File: config.mk
export PLATFORM = sky130hd
export DESIGN_NAME = ctu_charge_timer
export DESIGN_NICKNAME = d
export VERILOG_FILES = /design/src/verilog/ctu_pkg.sv /design/src/verilog/ctu_charge_timer.sv
export SDC_FILE = /design/constraint.sdc
export NUM_CORES = 1
export LEC_CHECK = 0
export ABC_AREA = 1
export BUFFER_PORTS_ARGS = -buffer_cell sky130_fd_sc_hd__buf_2
export CAP_MARGIN = 40
export CORE_AREA = 2 2 94 96
export DETAILED_ROUTE_END_ITERATION = 6
export DIE_AREA = 0 0 96 98
export PLACE_DENSITY = 0.83
export SLEW_MARGIN = 30
export SYNTH_ARGS = -nofsm -noshare
export SYNTH_HDL_FRONTEND = slang
export SYNTH_SLANG_ARGS = --single-unit
File: constraint.sdc
create_clock -name clock -period 1.8 [get_ports clock]
set_input_delay 0.36 -clock clock [delete_from_list [all_inputs] [get_ports clock]]
set_output_delay 0.36 -clock clock [all_outputs]
set_load 0.01 [all_outputs]
File: src/verilog/ctu_pkg.sv
// constants for the charge timer edge control block
// assumes one 32-bit control word at byte offset 0 of a small Avalon-MM window
package ctu_pkg;
    localparam int          CTU_ADDR_W     = 4;
    localparam logic [3:0]  CTU_CTRL_ADDR  = 4'h0;
    localparam logic [31:0] CTU_CTRL_RESET = 32'h0000_0000;
    localparam logic [31:0] CTU_WR_MASK    = 32'hFFFC_BFFF;
    localparam int CTU_E1_MODE   = 31;
    localparam int CTU_E1_POL    = 30;
    localparam int CTU_E1_SEL_HI = 29;
    localparam int CTU_E1_SEL_LO = 26;
    localparam int CTU_E2_SEEN   = 25;
    localparam int CTU_E1_SEEN   = 24;
    localparam int CTU_E2_MODE   = 23;
    localparam int CTU_E2_POL    = 22;
    localparam int CTU_E2_SEL_HI = 21;
    localparam int CTU_E2_SEL_LO = 18;
    localparam int CTU_ON        = 15;
    localparam int CTU_IDLE_STOP = 13;
    localparam int CTU_DELAY_GEN = 12;
    localparam int CTU_EDGE_GATE = 11;
    localparam int CTU_EDGE_ORD  = 10;
    localparam int CTU_SRC_GND   = 9;
    localparam int CTU_TRIG_EN   = 8;
    localparam int CTU_TRIM_HI   = 7;
    localparam int CTU_TRIM_LO   = 2;
    localparam int CTU_RANGE_HI  = 1;
    localparam int CTU_RANGE_LO  = 0;
    localparam int CTU_PIN_N     = 13;
    // source select codes
    localparam logic [3:0] CTU_SEL_TICK    = 4'h0;
    localparam logic [3:0] CTU_SEL_CMPEV   = 4'h1;
    localparam logic [3:0] CTU_SEL_PIN2    = 4'h2;
    localparam logic [3:0] CTU_SEL_PIN1    = 4'h3;
    localparam logic [3:0] CTU_SEL1_CAP1   = 4'hA;
    localparam logic [3:0] CTU_SEL2_CAP1   = 4'h9;
    localparam logic [3:0] CTU_SEL2_BUSCLK = 4'hC;
    localparam logic [3:0] CTU_SEL_CMP1    = 4'hD;
    localparam logic [3:0] CTU_SEL_CMP2    = 4'hE;
    localparam logic [3:0] CTU_SEL_RSVD    = 4'hF;
    localparam logic [1:0] CTU_RANGE_RESET = 2'h0;
    localparam logic [5:0] CTU_TRIM_RESET  = 6'h00;
endpackage

File: src/verilog/ctu_charge_timer.sv
// digital control of the charge timer unit: edge select, edge flags, current source control
// assumes an Avalon-MM master on clock, async pins and comparator results from outside
`timescale 1ns/1ns
module ctu_charge_timer
    import ctu_pkg::*;
(
    input  wire logic                  clock,
    input  wire logic                  nrst,
    input  wire logic [CTU_ADDR_W-1:0] address,
    input  wire logic                  read,
    input  wire logic                  write,
    input  wire logic [31:0]           writedata,
    input  wire logic [3:0]            byteenable,
    output logic      [31:0]           readdata,
    output logic                       waitrequest,
    input  wire logic                  idle_mode,
    input  wire logic                  first_tick_event,
    input  wire logic                  compare1_event,
    input  wire logic                  capture1_event,
    input  wire logic                  capture2_event,
    input  wire logic                  capture3_event,
    input  wire logic [CTU_PIN_N-1:0]  edge_input_pin,
    input  wire logic                  cmp1_result,
    input  wire logic                  cmp2_result,
    output logic                       current_source_on,
    output logic                       source_ground,
    output logic                       trigger_out,
    output logic                       delay_gen_active,
    output logic      [5:0]            current_trim,
    output logic      [1:0]            current_range
);

    logic [31:0]          ctrl;
    logic [CTU_PIN_N+1:0] async_meta;
    logic [CTU_PIN_N+1:0] async_sync;
    logic                 busclk_toggle;
    logic                 src1;
    logic                 src2;
    logic                 src1_prev;
    logic                 src2_prev;
    logic                 active;
    logic                 e1_hit;
    logic                 e2_hit;
    logic                 e1_trig;
    logic                 e2_trig;
    logic                 wr_take;
    logic [31:0]          next_ctrl;
    logic [31:0]          be_mask;

    ////////////////////////////////////////////////////////////////////////
    // synchronisers for pins and comparator results
    always_ff @(posedge clock or negedge nrst) begin
        if (!nrst) begin
            async_meta <= '0;
            async_sync <= '0;
        end else begin
            async_meta <= {cmp2_result, cmp1_result, edge_input_pin};
            async_sync <= async_meta;
        end
    end

    // bus clock as a source: a flop that toggles on every rising clock edge
    always_ff @(posedge clock or negedge nrst) begin
        if (!nrst) begin
            busclk_toggle <= 1'b0;
        end else begin
            busclk_toggle <= ~busclk_toggle;
        end
    end

    ////////////////////////////////////////////////////////////////////////
    // source multiplexers
    always_comb begin
        src1 = 1'b0;
        unique case (ctrl[CTU_E1_SEL_HI:CTU_E1_SEL_LO])
            CTU_SEL_TICK:       src1 = first_tick_event;
            CTU_SEL_CMPEV:      src1 = compare1_event;
            CTU_SEL_PIN2:       src1 = async_sync[1];
            CTU_SEL_PIN1:       src1 = async_sync[0];
            4'h4, 4'h5, 4'h6,
            4'h7, 4'h8, 4'h9:   src1 = async_sync[ctrl[CTU_E1_SEL_HI:CTU_E1_SEL_LO] - 4'h2];
            CTU_SEL1_CAP1:      src1 = capture1_event;
            4'hB:               src1 = capture2_event;
            4'hC:               src1 = capture3_event;
            CTU_SEL_CMP1:       src1 = async_sync[CTU_PIN_N];
            CTU_SEL_CMP2:       src1 = async_sync[CTU_PIN_N+1];
            CTU_SEL_RSVD:       src1 = 1'b0;
        endcase
    end

    always_comb begin
        src2 = 1'b0;
        unique case (ctrl[CTU_E2_SEL_HI:CTU_E2_SEL_LO])
            CTU_SEL_TICK:       src2 = first_tick_event;
            CTU_SEL_CMPEV:      src2 = compare1_event;
            CTU_SEL_PIN2:       src2 = async_sync[1];
            CTU_SEL_PIN1:       src2 = async_sync[0];
            4'h4, 4'h5, 4'h6,
            4'h7, 4'h8:         src2 = async_sync[ctrl[CTU_E2_SEL_HI:CTU_E2_SEL_LO] + 4'h4];
            CTU_SEL2_CAP1:      src2 = capture1_event;
            4'hA:               src2 = capture2_event;
            4'hB:               src2 = capture3_event;
            CTU_SEL2_BUSCLK:    src2 = busclk_toggle;
            CTU_SEL_CMP1:       src2 = async_sync[CTU_PIN_N];
            CTU_SEL_CMP2:       src2 = async_sync[CTU_PIN_N+1];
            CTU_SEL_RSVD:       src2 = 1'b0;
        endcase
    end

    always_ff @(posedge clock or negedge nrst) begin
        if (!nrst) begin
            src1_prev <= 1'b0;
            src2_prev <= 1'b0;
        end else begin
            src1_prev <= src1;
            src2_prev <= src2;
        end
    end

    ////////////////////////////////////////////////////////////////////////
    // edge qualification; a select change may look like one spurious edge
    assign active = ctrl[CTU_ON] && !(ctrl[CTU_IDLE_STOP] && idle_mode);

    always_comb begin
        if (ctrl[CTU_E1_MODE]) begin
            e1_trig = ctrl[CTU_E1_POL] ? (src1 && !src1_prev) : (!src1 && src1_prev);
        end else begin
            e1_trig = (src1 == ctrl[CTU_E1_POL]);
        end
        if (ctrl[CTU_E2_MODE]) begin
            e2_trig = ctrl[CTU_E2_POL] ? (src2 && !src2_prev) : (!src2 && src2_prev);
        end else begin
            e2_trig = (src2 == ctrl[CTU_E2_POL]);
        end
    end

    assign e1_hit = active && ctrl[CTU_EDGE_GATE] && e1_trig;
    assign e2_hit = active && ctrl[CTU_EDGE_GATE] && e2_trig
                    && (!ctrl[CTU_EDGE_ORD] || ctrl[CTU_E1_SEEN]);

    ////////////////////////////////////////////////////////////////////////
    // Avalon-MM slave: one wait state, so every access completes in two cycles
    assign wr_take = write && !waitrequest && (address == CTU_CTRL_ADDR);
    assign be_mask = {{8{byteenable[3]}}, {8{byteenable[2]}},
                      {8{byteenable[1]}}, {8{byteenable[0]}}};

    always_ff @(posedge clock or negedge nrst) begin
        if (!nrst) begin
            waitrequest <= 1'b1;
        end else begin
            waitrequest <= !(waitrequest && (read || write));
        end
    end

    always_ff @(posedge clock or negedge nrst) begin
        if (!nrst) begin
            readdata <= 32'h0000_0000;
        end else if (read && waitrequest) begin
            readdata <= (address == CTU_CTRL_ADDR) ? ctrl : 32'h0000_0000;
        end
    end

    always_comb begin
        next_ctrl = ctrl;
        if (wr_take) begin
            next_ctrl = (ctrl & ~(be_mask & CTU_WR_MASK))
                      | (writedata & be_mask & CTU_WR_MASK);
        end
        // a hardware edge wins over a software clear in the same cycle
        if (e1_hit) begin
            next_ctrl[CTU_E1_SEEN] = 1'b1;
        end
        if (e2_hit) begin
            next_ctrl[CTU_E2_SEEN] = 1'b1;
        end
    end

    always_ff @(posedge clock or negedge nrst) begin
        if (!nrst) begin
            ctrl <= CTU_CTRL_RESET;
        end else begin
            ctrl <= next_ctrl;
        end
    end

    ////////////////////////////////////////////////////////////////////////
    // analog side controls, all registered
    always_ff @(posedge clock or negedge nrst) begin
        if (!nrst) begin
            current_source_on <= 1'b0;
            source_ground     <= 1'b0;
            trigger_out       <= 1'b0;
            delay_gen_active  <= 1'b0;
        end else begin
            current_source_on <= active && (ctrl[CTU_E1_SEEN] ^ ctrl[CTU_E2_SEEN]);
            source_ground     <= ctrl[CTU_SRC_GND];
            trigger_out       <= active && ctrl[CTU_TRIG_EN] && ctrl[CTU_E2_SEEN];
            delay_gen_active  <= active && ctrl[CTU_DELAY_GEN];
        end
    end

    // trim is signed about nominal; range code 00 is the largest current
    always_ff @(posedge clock or negedge nrst) begin
        if (!nrst) begin
            current_trim  <= CTU_TRIM_RESET;
            current_range <= CTU_RANGE_RESET;
        end else begin
            current_trim  <= ctrl[CTU_TRIM_HI:CTU_TRIM_LO];
            current_range <= ctrl[CTU_RANGE_HI:CTU_RANGE_LO];
        end
    end

    ////////////////////////////////////////////////////////////////////////
    // checks
    a_unimpl_bits_zero: assert property (@(posedge clock) disable iff (!nrst)
        (ctrl & ~CTU_WR_MASK) == 32'h0000_0000)
        else $error("unimplemented control bits not zero");

    a_edge1_rise: assert property (@(posedge clock) disable iff (!nrst)
        (active && ctrl[CTU_EDGE_GATE] && ctrl[CTU_E1_MODE] && ctrl[CTU_E1_POL]
         && src1 && !src1_prev) |=> ctrl[CTU_E1_SEEN])
        else $error("rising edge 1 did not set edge1_seen");

    a_edge1_fall_only: assert property (@(posedge clock) disable iff (!nrst)
        (ctrl[CTU_E1_MODE] && !ctrl[CTU_E1_POL] && src1 && !src1_prev) |-> !e1_trig)
        else $error("falling polarity fired on rising edge");

    a_rsvd_sel_quiet: assert property (@(posedge clock) disable iff (!nrst)
        ctrl[CTU_E1_SEL_HI:CTU_E1_SEL_LO] == CTU_SEL_RSVD |-> !src1)
        else $error("reserved source select produced a source");

    a_busclk_src: assert property (@(posedge clock) disable iff (!nrst)
        (ctrl[CTU_E2_SEL_HI:CTU_E2_SEL_LO] == CTU_SEL2_BUSCLK)
        ##1 (ctrl[CTU_E2_SEL_HI:CTU_E2_SEL_LO] == CTU_SEL2_BUSCLK) |-> src2 != $past(src2))
        else $error("bus clock source did not toggle");

    a_edge2_level: assert property (@(posedge clock) disable iff (!nrst)
        (active && ctrl[CTU_EDGE_GATE] && !ctrl[CTU_E2_MODE] && !ctrl[CTU_EDGE_ORD]
         && src2 == ctrl[CTU_E2_POL]) |=> ctrl[CTU_E2_SEEN])
        else $error("level on edge 2 did not set edge2_seen");

    a_seen_sticky: assert property (@(posedge clock) disable iff (!nrst)
        (ctrl[CTU_E1_SEEN] && !wr_take) |=> ctrl[CTU_E1_SEEN])
        else $error("edge1_seen lost without a write");

    a_set_beats_clear: assert property (@(posedge clock) disable iff (!nrst)
        e2_hit |=> ctrl[CTU_E2_SEEN])
        else $error("edge 2 lost against a clear");

    a_off_no_edges: assert property (@(posedge clock) disable iff (!nrst)
        (!ctrl[CTU_ON] && !wr_take) |=> $stable(ctrl[CTU_E2_SEEN:CTU_E1_SEEN]))
        else $error("edge accepted while unit disabled");

    a_idle_stop: assert property (@(posedge clock) disable iff (!nrst)
        (ctrl[CTU_IDLE_STOP] && idle_mode) |=> !current_source_on && !delay_gen_active)
        else $error("unit active in idle with idle_stop set");

    a_gate_blocks: assert property (@(posedge clock) disable iff (!nrst)
        (!ctrl[CTU_EDGE_GATE] && !wr_take) |=> $stable(ctrl[CTU_E2_SEEN:CTU_E1_SEEN]))
        else $error("edge passed while gate closed");

    a_edge_order: assert property (@(posedge clock) disable iff (!nrst)
        (ctrl[CTU_EDGE_ORD] && !ctrl[CTU_E1_SEEN] && !wr_take) |=> !$rose(ctrl[CTU_E2_SEEN]))
        else $error("edge 2 taken before edge 1");

    a_trigger_gate: assert property (@(posedge clock) disable iff (!nrst)
        !ctrl[CTU_TRIG_EN] |=> !trigger_out)
        else $error("trigger output driven while disabled");

    a_range_follow: assert property (@(posedge clock) disable iff (!nrst)
        wr_take && byteenable[0] |=> ##1 current_range == $past(writedata[1:0], 2))
        else $error("current range did not follow write");

    a_source_one_flag: assert property (@(posedge clock) disable iff (!nrst)
        (active && ctrl[CTU_E1_SEEN] && ctrl[CTU_E2_SEEN]) |=> !current_source_on)
        else $error("current source on with both flags set");

    a_source_on_one: assert property (@(posedge clock) disable iff (!nrst)
        (active && (ctrl[CTU_E1_SEEN] ^ ctrl[CTU_E2_SEEN])) |=> current_source_on)
        else $error("current source off with exactly one flag set");

    a_unmapped_read_zero: assert property (@(posedge clock) disable iff (!nrst)
        (read && waitrequest && address != CTU_CTRL_ADDR) |=> readdata == 32'h0000_0000)
        else $error("unmapped read returned nonzero data");

    a_trigger_follow: assert property (@(posedge clock) disable iff (!nrst)
        (active && ctrl[CTU_TRIG_EN] && ctrl[CTU_E2_SEEN]) |=> trigger_out)
        else $error("trigger output not driven when enabled");

    a_ground_follow: assert property (@(posedge clock) disable iff (!nrst)
        1'b1 |=> source_ground == $past(ctrl[CTU_SRC_GND]))
        else $error("source ground output does not follow control");

    a_delay_gen_off: assert property (@(posedge clock) disable iff (!nrst)
        !ctrl[CTU_DELAY_GEN] |=> !delay_gen_active)
        else $error("delay generation active while disabled");

    a_trim_follow: assert property (@(posedge clock) disable iff (!nrst)
        1'b1 |=> current_trim == $past(ctrl[CTU_TRIM_HI:CTU_TRIM_LO]))
        else $error("current trim does not follow control");

    a_edge2_rise: assert property (@(posedge clock) disable iff (!nrst)
        (active && ctrl[CTU_EDGE_GATE] && ctrl[CTU_E2_MODE] && ctrl[CTU_E2_POL]
         && src2 && !src2_prev && (!ctrl[CTU_EDGE_ORD] || ctrl[CTU_E1_SEEN])) |=> ctrl[CTU_E2_SEEN])
        else $error("rising edge 2 did not set edge2_seen");

    a_edge1_fall: assert property (@(posedge clock) disable iff (!nrst)
        (active && ctrl[CTU_EDGE_GATE] && ctrl[CTU_E1_MODE] && !ctrl[CTU_E1_POL]
         && !src1 && src1_prev) |=> ctrl[CTU_E1_SEEN])
        else $error("falling edge 1 did not set edge1_seen");

    a_edge1_level: assert property (@(posedge clock) disable iff (!nrst)
        (active && ctrl[CTU_EDGE_GATE] && !ctrl[CTU_E1_MODE]
         && src1 == ctrl[CTU_E1_POL]) |=> ctrl[CTU_E1_SEEN])
        else $error("level on edge 1 did not set edge1_seen");

    a_inactive_outs_off: assert property (@(posedge clock) disable iff (!nrst)
        !active |=> !current_source_on && !trigger_out && !delay_gen_active)
        else $error("analog controls driven while unit inactive");

endmodule

# After elaboration in Yosys (flattened, before gate mapping)

Index checks and enable logic that the tools add are counted.

Add/sub/neg operators: 2
$lt $le $gt $ge: 2
Eq/ne operators: 32
Muxes and demuxes: 14
Bitwise logic cells: 6
Reduce and logical (&&, ||, !) cells: 35

Operators by type and width:

| operator            | count |
|---|---|
| $and 32x32->32      | 2 |
| $eq 4x4->1 const B  | 16 |
| $eq 4x3->1 const B  | 8 |
| $mux 32             | 1 |
| $not 32->32         | 1 |
| $or 32x32->32       | 1 |
| $mux 26             | 1 |
| $logic_and 1x1->1   | 18 |
| $eq 4x2->1 const B  | 4 |
| $logic_not 4->1     | 3 |
| $pmux 1 s12         | 1 |
| $pmux 1 s11         | 1 |
| $lt 4x5->1 const B  | 2 |
| $bmux 1 s4          | 2 |
| $eq 4x1->1 const B  | 2 |
| $logic_not 1->1     | 8 |
| $mux 1              | 8 |
| $reduce_or 6->1     | 1 |
| $reduce_or 5->1     | 1 |
| $add 4x3->4 const B | 1 |
| $reduce_bool 2->1   | 2 |
| $sub 4x2->4 const B | 1 |
| $eq 1x1->1          | 2 |
| $logic_or 1x1->1    | 2 |
| other kinds (2)     | 2 |

Register bits after elaboration: 110
Input bits: 65
Output and inout bits: 45
Word-level logic and storage cells: 107

# Logic depth before layout (Yosys ltp)

Gate-level depths: netlist (run 1).

Depth after elaboration: 11
Mapped depth: 13
Mapped depth without buffers: 12

# Worst setup path before layout (run 1)

No wires, ideal clock.

Path kind: reg-to-reg
Start: register (tool-made name)
End: register ctrl[25]
Setup time: 121 ps
Data arrival time: 1466 ps
Required time: 1679 ps
Slack: 214 ps
Cell stages (with the launch flop): 10
Path buffers: 0
Period minus slack after synthesis: 1586 ps
Cell sequence: dfrtp_1 inv_1 ha_1 nor3_1 o21ai_0 or2_2 nand2_1 nand2_1 nand3_1 nand2_1

RTL lines:

| what                 | line                    | text |
|---|---|---|
| end signal, assigned | ctu_charge_timer.sv:182 | `ctrl <= next_ctrl;` |
| end, declared        | ctu_charge_timer.sv:33  | `logic [31:0] ctrl;` |

==> results of run 1 <==
-- area by class of cell --
type / count / area, um2
multi-input combinational: 279 / 1399
inverter: 40 / 150.1
timing repair buffer: 117 / 638.1
clock buffer: 10 / 127.6
tap: 108 / 135.1
clock inverter: 6 / 51.30
sequential: 104 / 2606
fill: 757 / 3358
-- power groups by stage --
stage / Combinational, mW / Clock, mW / Sequential (mW)
floorplan: 0.499 / 0 / 2.71
global placement: 0.806 / 0 / 2.70
detailed placement: 0.827 / 0 / 2.71
CTS: 0.834 / 1.37 / 2.66
global route: 0.961 / 1.46 / 2.69
finish: 0.835 / 1.33 / 2.66
-- worst reg2reg max path: stages, from the launching register on --
cell and delay, ps:
dfrtp_1 400, buf_4 140, ha_1 200, nor3_1 120, o21ai_0 130, or2_2 300
nand2_1 90, nand2_1 60, nand3_1 60, nand2_1 50
-- repair_timing --
| action | 4_1_cts | 5_1_grt |
|---|---|---|
| setup buffers | 0 | 2 |
| gates resized for setup | 0 | 3 |
| hold buffers | 1 | 0 |
| endpoints found under the setup margin | 0 | 2 |
| hold endpoints to repair | 34 | 0 |
-- cells in the final DEF (no fill, tap or decap), types with 6 or more instances in the layout --
cell,count
a21oi_1,19
buf_2,102
buf_4,13
clkbuf_8,9
dfrtp_1,101
ha_1,6
inv_1,35
mux2_2,14
nand2_1,133
nand3_1,28
nor2_1,23
o21ai_0,25
o31ai_1,15
-- worst max path at each step --
stage	cells past startpoint	end	slack, ps	from
detailed placement	7	register	50	address[1]
floorplan	9	ctrl[25]	210	register
CTS	9	ctrl[25]	100	register
global placement	9	ctrl[25]	120	register
finish	9	ctrl[25]	170	register
global route	11	ctrl[25]	20	register
-- per-layer routing --
metal  vias to the layer above  wire [um]  GRT usage (%)
met5                         -          0              0
met4                         0        153          8.022
met3                        10        466          4.090
met2                        83       4408          32.10
met1                      1520       3886          28.05
li1                       1618          -              -
-- cell usage after synthesis --
master and number:
nand2_1 133, dfrtp_1 103, inv_1 36, nand3_1 28, o21ai_0 25, nor2_1 23, a21oi_1 19, o31ai_1 15
mux2_2 14, clkbuf_1 6, ha_1 6, buf_2 5, buf_4 5, inv_2 4, nor2_2 3, nand2_2 2
nor3_1 2, a21o_1 1, a31oi_1 1, buf_6 1, conb_1 1, dfstp_2 1, nand3b_1 1, nor3b_4 1
or2_2 1, xnor2_1 1
-- cells by family after synthesis --
family,synth area share (%)
flops,61.39
other cells,0.08841
buf+inv,5.811
compound gates,8.171
xor+xnor,0.2065
simple gates,18.85
fa+ha+maj,1.770
mux,3.717
-- through the flow --
stage               area (um2)  setup WS, ps  utilization (%)  total power, mW
floorplan                 4249         213.6                -            3.205
global placement          4901         124.9            57.89            3.506
detailed placement        4901         49.58            57.89            3.537
CTS                       5090         98.82            60.12            4.866
global route              5107         16.44            60.33            5.108
finish                    5107         169.9            60.33            4.832
==> results.json, run 1 <==
{
  "io_pins": 110,
  "antenna_cells": 0,
  "dr_total_vias": 3231,
  "die_area_um2": 9408,
  "cts.clk_slew.worst_paths_ps": 100,
  "grt_pass1_wl_um": 14810,
  "setup_viol": 0,
  "grt.overflow.total": 0,
  "rsz0062_at_grt": "false",
  "tns_ps": 0,
  "rrSetupSlack_ps": 170,
  "slew_viol_final": 0,
  "crit_path_max_fanout": 3,
  "crit_slowest_cell": "dfrtp_1",
  "grt_usage_pct": 20.47,
  "avgViaCountPerCell": 4.866,
  "irDropWorstVdd_v": 0.0005468,
  "finalHoldViolations": 0,
  "worst_skew_pair.late_latency_ps": 360,
  "dr.pass1.iters": 4,
  "clockBufferDepth": 2,
  "netlist.area_leader.share_pct": 60.77,
  "synthTopCellsByArea": "dfrtp_1 61%, nand2_1 12%, mux2_2 3.7%, nand3_1 3.3%, inv_1 3.2%",
  "grt_max_degree": 48,
  "p_switching_mw": 1.431,
  "critPathBufInv": 1,
  "grt_pass1_vias": 3154,
  "r2r-end": "ctrl[25]",
  "ys_seq_area_share_pct": 61.39,
  "crit_path_end_kind": "register",
  "io_buffers": 103,
  "routedWlPerCell_um": 13.42,
  "first_iter_violations": 184,
  "period_minus_slack_ps": 1630,
  "fp-row-count": 34,
  "holdPathStages": 1,
  "fmax_mhz": 613.5,
  "critPathKind": "register to register",
  "outcome": "finished clean",
  "r2r_cells": 9,
  "clock_skew_ps": 13.07,
  "min_from": "edge_input_pin[3]",
  "yosysUniqueCellTypes": 26,
  "path_cells": "buf_4 -> ha_1 -> nor3_1 -> o21ai_0 -> or2_2 -> nand2_1 -> nand2_1 -> nand3_1 -> nand2_1",
  "antenna_left": 0,
  "cp-start-kind": "register",
  "clkPwrFrac_pct": 27.6,
  "antenna_found_initial": 0,
  "syn_inst": 438,
  "final_cells": 664,
  "detailed_place_hpwl_um": 6641,
  "placed_cells": 645,
  "yosys.area.top_type": "dfrtp_1",
  "cts_inserted_buffers": 9,
  "yosys_warnings": 0,
  "drive_above_1_share_pct": 28.78,
  "cts_sinks": 104,
  "drc": 0,
  "p_int_mw": 3.401,
  "crit_top_cell": "nand2_1",
  "maxCapViolCount": 0,
  "pwr-share-comb_pct": 17.3,
  "syn_avg_cell_area_um2": 9.684,
  "finalCritPeriodShare_pct": 90.56,
  "gp_congestion": 0.8418,
  "cts_root_buf": "clkbuf_8",
  "critPathTopFamily": "simple AND/OR/NAND/NOR gates",
  "whs_ps": 100.1,
  "hold_class": "input port to register",
  "finalNetCount": 622,
  "die_h_um": 98,
  "netlist_area_um2": 4242,
  "core-area_um2": 8466,
  "crit_required_ps": 2060,
  "hold_path_end": "async_meta[3]",
  "dieWidth_um": 96,
  "routed_wl_um": 8914,
  "cts_tree": "yes",
  "ys_ff_latch": 104,
  "syn_to_final_growth_pct": 20.41,
  "p_seq_share_pct": 55.1,
  "h-tree-depth": 3,
  "start_util_pct": 50.10,
  "netSwitchingFraction_pct": 29.62,
  "cp.arrival_ps": 1890,
  "leakage_nw": 2.753,
  "cp_slowest_stage_delay_ps": 400,
  "power_density_nw_per_um2": 946.0
}
Power figures use the tool's default switching activity.
==> run 2: changes to the inputs <==
--- a/config.mk
+++ b/config.mk
@@ -11,6 +11,7 @@
 export CORE_AREA = 2 2 94 96
 export DETAILED_ROUTE_END_ITERATION = 6
 export DIE_AREA = 0 0 96 98
+export HOLD_SLACK_MARGIN = 0.15
 export PLACE_DENSITY = 0.83
 export SLEW_MARGIN = 30
 export SYNTH_ARGS = -nofsm -noshare
==> run 2 against run 1 <==
Clock power about the same. Sequential share of layout area down 1.5 points. Largest power group unchanged. Critical endpoint unchanged. Core utilization up 1.8 points. Power up 0.50%. Global-route usage up 0.24 points. Final area up 2.9%. Sequential power about the same.
==> results.json, run 2 (synthesis gave the netlist of run 1 again) <==
{
  "outcome": "finished clean",
  "multi_input_area_um2": 1399,
  "io_buffers": 103,
  "die_h_um": 98,
  "die_area_um2": 9408,
  "worst_skew_pair.late_latency_ps": 360,
  "seq_area_um2": 2606,
  "cts.clk_slew.worst_paths_ps": 110,
  "maxCapViolCount": 0,
  "core-area_um2": 8466,
  "tns_ps": 0,
  "finalHoldViolations": 0,
  "crit_path_end_kind": "register",
  "avgViaCountPerCell": 4.866,
  "final.fill_count": 750,
  "first_iter_violations": 187,
  "p_switching_mw": 1.434,
  "p_seq_share_pct": 54.8,
  "leakage_nw": 2.816,
  "detailed_place_hpwl_um": 6641,
  "cts_root_buf": "clkbuf_8",
  "dr.pass1.iters": 5,
  "dr_total_vias": 3304,
  "grt_pass1_wl_um": 14990,
  "crit_required_ps": 2060,
  "netSwitchingFraction_pct": 29.54,
  "finalCritPeriodShare_pct": 90.94,
  "syn_to_final_growth_pct": 23.95,
  "cts_inserted_buffers": 9,
  "antenna_cells": 0,
  "place_ws_ps": 49.58,
  "drc": 0,
  "pwr-share-comb_pct": 17.7,
  "cts_tree": "yes",
  "finalNetCount": 637,
  "crit_path_max_fanout": 3,
  "grt_pass1_vias": 3216,
  "slew_viol_final": 0,
  "clock_skew_ps": 12.73,
  "start_util_pct": 50.10,
  "final_common_cell": "nand2_1",
  "routedWlPerCell_um": 13.35,
  "grt_max_degree": 48,
  "fp-row-count": 34,
  "final_cell_mix": "133 x nand2_1, 102 x buf_2, 101 x dfrtp_1, 35 x inv_1, 28 x nand3_1",
  "irDropWorstVdd_v": 0.0005471,
  "rsz0062_at_grt": "false",
  "grt.overflow.total": 0,
  "critPathKind": "register to register",
  "drive_above_1_share_pct": 28.02,
  "cp-start-kind": "register",
  "power_density_nw_per_um2": 923.6,
  "hold_class": "input port to register",
  "p_int_mw": 3.422,
  "h-tree-depth": 3,
  "dieWidth_um": 96,
  "antenna_left": 0,
  "cp.arrival_ps": 1900,
  "io_pins": 110,
  "clockBufferDepth": 2,
  "clkPwrFrac_pct": 27.4,
  "fin_ws_ps": 163.1,
  "cts_sinks": 104,
  "gp_congestion": 0.8418,
  "routed_wl_um": 9064,
  "fmax_mhz": 610.9,
  "antenna_found_initial": 0,
  "period_minus_slack_ps": 1637,
  "setup_viol": 0,
  "grt_usage_pct": 20.71
}
run 2: cell types whose count changed in the layout (fill, tap and decap cells not counted), sizes merged:
cell / delta
dlygate4sd3: +15
run 2: stage by stage:
stage	util, %	power [mW]	instances	hold slack (ps)	instance area (um2)
floorplan	-	3.205	440	64.41	4249
global placement	57.89	3.506	645	332.1	4901
detailed placement	57.89	3.537	645	334.7	4901
CTS	61.90	4.890	677	157.3	5240
global route	62.10	5.135	679	157.7	5258
finish	62.10	4.856	679	172.2	5258
run 2: layout make-up:
class / count / area share (%)
inverters: 40 / 2.856
flip-flops and latches: 104 / 49.57
clock inverters: 6 / 0.9757
multi-input cells: 279 / 26.61
well taps: 108 / 2.570
clock buffers: 10 / 2.427
repair buffers: 132 / 14.99
run 2: power groups by stage:
stage	Clock, mW	Sequential (mW)	Combinational [mW]
after floorplan	0	2.71	0.499
after global placement	0	2.70	0.806
after detailed placement	0	2.71	0.827
after CTS	1.37	2.66	0.858
after global routing	1.46	2.69	0.988
final	1.33	2.66	0.860
run 2: metal layers:
layer  GRT usage (%)  vias up  part of all wire (%)
met5               0        -                     0
met4           8.022        0                   1.7
met3           4.090       10                   4.8
met2           32.75       79                    50
met1           28.21     1565                    44
li1                -     1650                     -
run 2: repair_timing:
| item | in CTS | in global routing |
|---|---|---|
| setup buffers | 0 | 2 |
| setup endpoints to repair | 0 | 2 |
| hold endpoints to repair | 49 | 0 |
| gates resized for setup | 0 | 3 |
| hold buffers | 16 | 0 |
run 2: final timing paths:
check	from	end	slack, ps	depth (start not counted)
worst max-delay path	register	ctrl[25]	160	9
worst min-delay path	read	waitrequest	170	2
worst max register to register	register	ctrl[25]	160	9
worst min register to register	async_meta[7]	async_sync[7]	350	0
max in group asynchronous	nrst	asynchronous set/reset pin	640	3
min in group asynchronous	nrst	asynchronous set/reset pin	490	2
run 2: worst max-delay path, stage by stage, from the launching register on:
cell and delay, ps:
dfrtp_1 400, buf_4 140, ha_1 190, nor3_1 120, o21ai_0 130, or2_2 300
nand2_1 90, nand2_1 60, nand3_1 70, nand2_1 50
